==> src/hw/pwr_seq_pkg.sv <==
/*
 * shared constants for the power enable / hard reset sequencer pair:
 * timing counts, pad control layout and the sequencer states.
 * assumes a single 50 MHz clock shared by both ends.
 */
package pwr_seq_pkg;

    // ---------------------------------------------------------------
    // timing
    // ---------------------------------------------------------------
    localparam int CLK_HZ          = 50_000_000; // system clock rate
    localparam int RST_HOLD_MS     = 5;          // least enable-to-release
    // least time as ms times whole cycles per ms, no round-up
    localparam int RST_HOLD_CYC    =
        (RST_HOLD_MS * (CLK_HZ / 1000) + 0);
    localparam int OSC_SETTLE_CYC  = 16;         // crystal settle preset
    localparam int IO_TO_EN_CYC    = 1;          // supply-good to enable

    // ---------------------------------------------------------------
    // pads
    // ---------------------------------------------------------------
    localparam int NUM_PADS        = 9;          // digital pad count
    localparam int PULL_KOHM       = 96;         // pull resistor value

    // ---------------------------------------------------------------
    // device power states
    // ---------------------------------------------------------------
    typedef enum logic [1:0] {
        DEV_POWER_DOWN,                          // core supply off
        DEV_POR,                                 // core on, held in reset
        DEV_DEFAULT,                             // out of reset, unconfigured
        DEV_OPERATE                              // firmware owns the pads
    } dev_state_type;

    // host sequencer states
    typedef enum logic [2:0] {
        HST_OFF,                                 // everything low
        HST_WAIT_IO,                             // wait for supply-good
        HST_HOLD,                                // enable high, reset held
        HST_RUN,                                 // reset released
        HST_DOWN                                 // power-down taken
    } host_state_type;

endpackage

==> src/hw/pwr_seq_if.sv <==
/*
 * link between host sequencer and device: chip enable and hard reset,
 * both always driven by the host end.
 * assumes both ends share i_clk.
 */
`timescale 1ns/1ps
interface pwr_seq_if;
    logic chip_en;                               // core power enable
    logic hard_reset_low;                        // active-low hard reset

    modport host_mp (output chip_en, output hard_reset_low);
    modport dev_mp  (input  chip_en, input  hard_reset_low);
endinterface

==> src/hw/pwr_dev_end.sv <==
/*
 * device end: derives the power state from chip enable and hard reset
 * and drives each digital pad's output enable, input enable and pull.
 * assumes the host keeps both link signals driven and ordered.
 */
`timescale 1ns/1ps
module pwr_dev_end #(
    parameter int PADS = pwr_seq_pkg::NUM_PADS   // pad count
) (
    input  wire logic            i_clk,          // system clock
    input  wire logic            i_rst,          // sync reset, high
    pwr_seq_if.dev_mp            link,           // enable and reset in
    input  wire logic            i_io_supply,    // io supply present
    input  wire logic            i_fw_cfg_done,  // firmware set up pads
    input  wire logic [PADS-1:0] i_fw_oe,        // firmware output enables
    input  wire logic [PADS-1:0] i_fw_pull,      // firmware pull enables
    output logic [1:0]           o_state,        // current power state
    output logic [PADS-1:0]      o_pad_oe,       // pad driver enable
    output logic [PADS-1:0]      o_pad_ie,       // pad input enable
    output logic [PADS-1:0]      o_pad_pull      // 96k pull enable
);

    initial begin
        if (PADS < 1) begin
            $error("pad count must be at least one");
        end
    end

    // ---------------------------------------------------------------
    // power state
    // ---------------------------------------------------------------
    pwr_seq_pkg::dev_state_type state_reg;       // current state
    pwr_seq_pkg::dev_state_type state_next;      // next state
    logic [PADS-1:0]            oe_reg;          // output enables
    logic [PADS-1:0]            oe_next;
    logic [PADS-1:0]            ie_reg;          // input enables
    logic [PADS-1:0]            ie_next;
    logic [PADS-1:0]            pull_reg;        // pull enables
    logic [PADS-1:0]            pull_next;

    // state follows the link levels each cycle
    always_comb begin
        state_next = state_reg;
        case (state_reg)
            pwr_seq_pkg::DEV_POWER_DOWN,
            pwr_seq_pkg::DEV_POR,
            pwr_seq_pkg::DEV_DEFAULT,
            pwr_seq_pkg::DEV_OPERATE: begin
                if (!link.chip_en || !i_io_supply) begin
                    // enable low or io supply loss decides; order vs reset ignored
                    state_next = pwr_seq_pkg::DEV_POWER_DOWN;
                end else if (!link.hard_reset_low) begin
                    state_next = pwr_seq_pkg::DEV_POR;
                end else if (i_fw_cfg_done &&
                             state_reg != pwr_seq_pkg::DEV_POR) begin
                    // firmware takes over from any state except DEV_POR
                    state_next = pwr_seq_pkg::DEV_OPERATE;
                end else if (state_reg != pwr_seq_pkg::DEV_OPERATE) begin
                    state_next = pwr_seq_pkg::DEV_DEFAULT;
                end
            end
            default: begin
                state_next = pwr_seq_pkg::DEV_POWER_DOWN;
            end
        endcase
    end

    // ---------------------------------------------------------------
    // pad control
    // ---------------------------------------------------------------
    // pad settings from the next state, so they match o_state
    always_comb begin
        case (state_next)
            pwr_seq_pkg::DEV_POWER_DOWN: begin
                oe_next   = '0;
                ie_next   = '0;
                pull_next = '0;
            end
            pwr_seq_pkg::DEV_POR: begin
                oe_next   = '0;
                ie_next   = '0;
                pull_next = '1;
            end
            pwr_seq_pkg::DEV_DEFAULT: begin
                oe_next   = '0;
                ie_next   = '1;
                pull_next = '1;
            end
            pwr_seq_pkg::DEV_OPERATE: begin
                oe_next   = i_fw_oe;
                ie_next   = ~i_fw_oe;
                pull_next = i_fw_pull;
            end
            default: begin
                oe_next   = '0;
                ie_next   = '0;
                pull_next = '0;
            end
        endcase
    end

    // register state and pad controls
    always_ff @(posedge i_clk) begin
        if (i_rst) begin
            state_reg <= pwr_seq_pkg::DEV_POWER_DOWN;
            oe_reg    <= '0;
            ie_reg    <= '0;
            pull_reg  <= '0;
        end else begin
            state_reg <= state_next;
            oe_reg    <= oe_next;
            ie_reg    <= ie_next;
            pull_reg  <= pull_next;
        end
    end

    assign o_state    = state_reg;
    assign o_pad_oe   = oe_reg;
    assign o_pad_ie   = ie_reg;
    assign o_pad_pull = pull_reg;

endmodule

==> src/flat_wrapper.sv <==
// flat-port wrapper written by rule: the top's interface ports become plain ports
module pwr_dev_end_flat 
#(
    parameter int PADS = pwr_seq_pkg::NUM_PADS               
)
  (i_clk, i_rst, i_io_supply, i_fw_cfg_done, i_fw_oe, i_fw_pull, o_state, o_pad_oe, o_pad_ie, o_pad_pull, link_chip_en, link_hard_reset_low);
  pwr_seq_if link_i ();
  input  wire logic i_clk;
  input  wire logic i_rst;
  input  wire logic i_io_supply;
  input  wire logic i_fw_cfg_done;
  input  wire logic [PADS-1:0] i_fw_oe;
  input  wire logic [PADS-1:0] i_fw_pull;
  output logic [1:0] o_state;
  output logic [PADS-1:0] o_pad_oe;
  output logic [PADS-1:0] o_pad_ie;
  output logic [PADS-1:0] o_pad_pull;
  input wire logic [$bits(link_i.chip_en)-1:0] link_chip_en;
  input wire logic [$bits(link_i.hard_reset_low)-1:0] link_hard_reset_low;
  assign link_i.chip_en = link_chip_en;
  assign link_i.hard_reset_low = link_hard_reset_low;
  pwr_dev_end #(.PADS(PADS)) u_core (.i_clk(i_clk), .i_rst(i_rst), .link(link_i), .i_io_supply(i_io_supply), .i_fw_cfg_done(i_fw_cfg_done), .i_fw_oe(i_fw_oe), .i_fw_pull(i_fw_pull), .o_state(o_state), .o_pad_oe(o_pad_oe), .o_pad_ie(o_pad_ie), .o_pad_pull(o_pad_pull));
endmodule
==> config.mk <==
export PLATFORM = sky130hd
export DESIGN_NAME = pwr_dev_end_flat
export DESIGN_NICKNAME = d
export VERILOG_FILES = /design/src/hw/pwr_seq_pkg.sv /design/src/hw/pwr_seq_if.sv /design/src/hw/pwr_dev_end.sv /design/src/flat_wrapper.sv
export SDC_FILE = /design/constraint.sdc
export NUM_CORES = 1
export LEC_CHECK = 0
export BUFFER_PORTS_ARGS = -buffer_cell sky130_fd_sc_hd__buf_2
export CAP_MARGIN = 40
export CORE_UTILIZATION = 45
export DETAILED_ROUTE_END_ITERATION = 6
export MAX_ROUTING_LAYER = met4
export PLACE_DENSITY_LB_ADDON = 0.3
export SYNTH_ARGS = -nofsm -noshare
export SYNTH_HDL_FRONTEND = slang
export SYNTH_SLANG_ARGS = --single-unit
==> constraint.sdc <==
create_clock -name i_clk -period 3.3 [get_ports i_clk]
set_clock_uncertainty 0.05 [all_clocks]
set_input_delay 0.66 -clock i_clk [delete_from_list [all_inputs] [get_ports i_clk]]
set_output_delay 0.66 -clock i_clk [all_outputs]
set_load 0.05 [all_outputs]
==> run summary <==
The run gives 1360 um as the sum of net half-perimeters after detailed placement. The area growth from synthesis to layout is 34.2%. The multiplexer fraction of the synthesized cell area was 1.05%; the total global-route track usage was 18.7%. The critical setup path kind is in -> reg. The final critical delay including setup and external delays was 1.82 ns; the smallest setup slack after layout was 1.48 ns.

Critical register-to-register path startpoint: u_core.o_state[0]. The run gives 16 as the row count. The maximum operating frequency came out at 0.550 GHz. The leakage component of the power is 0.641 nW. The final routed wire length divided by cell count works out to 10.6 um. Once the clock tree was built, the setup fixing pass inserted 0 buffers. The number of distinct library cells after synthesis is 20. For the number of placed instances, taps included, the log shows 167. In this run the clock root is driven by a clkbuf_4.

The die area was 0.00230 mm^2; the arrival time of the worst setup path was 2.03 ns. The final count of hold timing violations is 0. The depth of the worst hold-timing path is 2.

The count of buffers added on input and output ports is 52. After synthesis the netlist holds a flip-flop and latch count of 29. For this block, the routed nets add up to 1850 um of wire. The die is 48.0 um tall. The fraction of the yosys area taken by sequential cells is 61.1%, and the DRC violations left is 0. Classification of the worst-slack hold path: in -> reg.

The count of buffering cells on the critical path with inverters included was 1; the antenna diode instance count was 0. The tools report the startpoint of the most critical setup path as i_fw_cfg_done. Dividing total power by cell area gives a power density of 505 mW/mm^2.

On the worst path, the slowest cell contributes a delay of 0.58 ns. Entering global routing, the biggest net connects 20 pins. Counting the buffers created by CTS gives 5.

The depth of the most critical reg-to-reg path was 5; the routed via count was 782. Each instance of the synthesized netlist takes up on average 10.3 um^2. At the pin with the least slew margin, the transition time is 0.626 ns. The cell family with the largest share of critical-path delay was adder cells. Counting every sink on the clock net gives 29. TritonCTS built the clock tree.

The worst path uses 55.1% of the clock period. Wire length of the first global-routing pass: 2640 um. The fraction of layout instances using a drive strength above 1 is 41.5%. The total congestion overflow is 0, and the vias per cell is 4.49. IR analysis of the VDD net gives a maximum drop of 293 uV.

After synthesis, the largest family of logic cells by area is simple AND/OR/NAND/NOR gates. The worst hold path begins at i_fw_oe[0]. Setup total negative slack on the finished layout was measured at 0 ns. Once detail routing completed, the nets flagged for antenna violations numbered 0. For this run, the post-layout net count is 174.

The Yosys step of the flow raised 0 warnings. The tools report the sort of element at the start of the critical path as an input port. The worst setup path is captured at a flop.

The first TritonRoute pass finished after 4 iterations. For the final max-slew violation count, the log shows 0. The highest net fanout along the worst path is 19. The longest clock path from root to sink contains 2 buffers. The number of nets in the synthesized netlist is 119. The cell with the largest stage delay on the worst path was ha_1. In this run the standard cell core region covers 0.00198 mm^2. Die width: 48.0 um.

The count of H-tree levels built during CTS was 2; the simple-gate share of the synthesized area was 18.7%. The congestion estimate from routability-driven global placement came to 0.772. Data required time of the worst path: 3.51 ns. Setup repair after global routing left no endpoint under its margin. Buffers inserted to repair hold after CTS numbered 0. The tools report the worst slew margin relative to its limit as 58.3%. The run finished with clean final reports.

After clock tree synthesis, the clock-pin slew on the worst setup and hold paths is 0.08 ns. Synthesis produced a netlist whose cell count is 92. At the placement stage, the worst setup path has a slack of 1.15 ns. Counting buffers and inverters, the worst setup path is 6 cells deep. The most common cell after layout, fill and taps aside was buf_2.

For this run, the number of standard cells in the final layout without fillers is 174. Gates resized during post-CTS repair numbered 0. The number of ports placed on the die boundary is 53, and the mapped cell area is 951 um^2.

The number of max-cap violations came out at 0. The first routing iteration left 12 violations. Traced cell by cell, the critical path runs through buf_2, mux2i_1, a21oi_1, ha_1, and2b_4, and2_1. The xor and xnor area share after synthesis is 0%. The run gives 0.32 ns as the clock latency of the later-clocked register in the worst-skew pair.

The initial antenna violation count came out at 0. The number of global-route vias before repair was 616; the effective utilization at floorplan was 48.0%. The adder and majority cell fraction of the synthesized area is 3.95%, and the compound-gate portion of the synthesized area is 12.0%. The total of endpoints with negative setup slack in the final report is 0.

In the layout the commonest cells are buf_2 (52), dfxtp_1 (29), a21oi_1 (18), nor2_1 (10), and2_1 (9).
-- cells by family (layout without fill, tap and decap cells) --
family          after synthesis  after routing
compound gates               21             21
fa+ha+maj                     3              3
buf+inv                       6             61
flops                        29             29
mux                           1              1
simple gates                 32             32
-- metal layers --
layer	vias to the layer above	wire (um)	track usage [%]
li1	406	-	-
met1	345	820	20.2
met2	29	870	25.9
met3	2	135	9.81
met4	0	23	13.3
met5	-	0	-
-- metrics by stage --
step,utilization (%),power [W],area [um^2],hold slack (ns)
after floorplan,-,0.000418,951,0.683
after global routing,64.4,0.000682,1280,0.483
after global placement,61.6,0.000442,1220,0.601
final,64.4,0.000644,1280,0.506
after CTS,64.4,0.000654,1280,0.486
after detailed placement,61.6,0.000442,1220,0.640
-- flip-flops by register name, indices dropped and copies added (netlist names) --
name	cells
u_core.o_state	2
u_core.o_pad_ie	9
u_core.o_pad_pull	9
u_core.o_pad_oe	9
-- path summary, 6_finish.rpt --
| check | to | slack, ns |
|---|---|---|
| setup / recovery | u_core.o_pad_oe[4] | 1.48 |
| hold / removal | u_core.o_pad_oe[0] | 0.51 |
| setup reg to reg | u_core.o_pad_oe[4] | 1.51 |
| hold reg to reg | u_core.o_state[0] | 0.66 |
-- synth_stat cells (all sizes together) --
cell type	number	area [um^2]
clkbuf	2	7.51
ha	3	37.5
mux2i	1	10.0
nand2	1	3.75
buf	2	16.3
nor2	10	37.5
inv	1	3.75
or2	1	6.26
nand3	1	5.00
a21o	1	7.51
dfxtp	29	581
nand2b	9	58.8
a211oi	1	7.51
a21oi	19	98.9
and2b	1	10.0
clkinv	1	3.75
and2	9	56.3
-- where the power goes --
group | internal, W | switching [W]
sequential | 0.000357 | 0.00000168
combinational | 0.0000247 | 0.0000506
clock | 0.000100 | 0.000110
-- layout make-up --
cell class	instances	area, um^2
Fill cell	177	706
Multi-Input combinational cell	57	339
Clock buffer	7	55.1
Tap cell	27	33.8
Inverter	2	7.51
Sequential cell	29	581
Timing Repair Buffer	52	260
(Power assumes the default switching activity.)
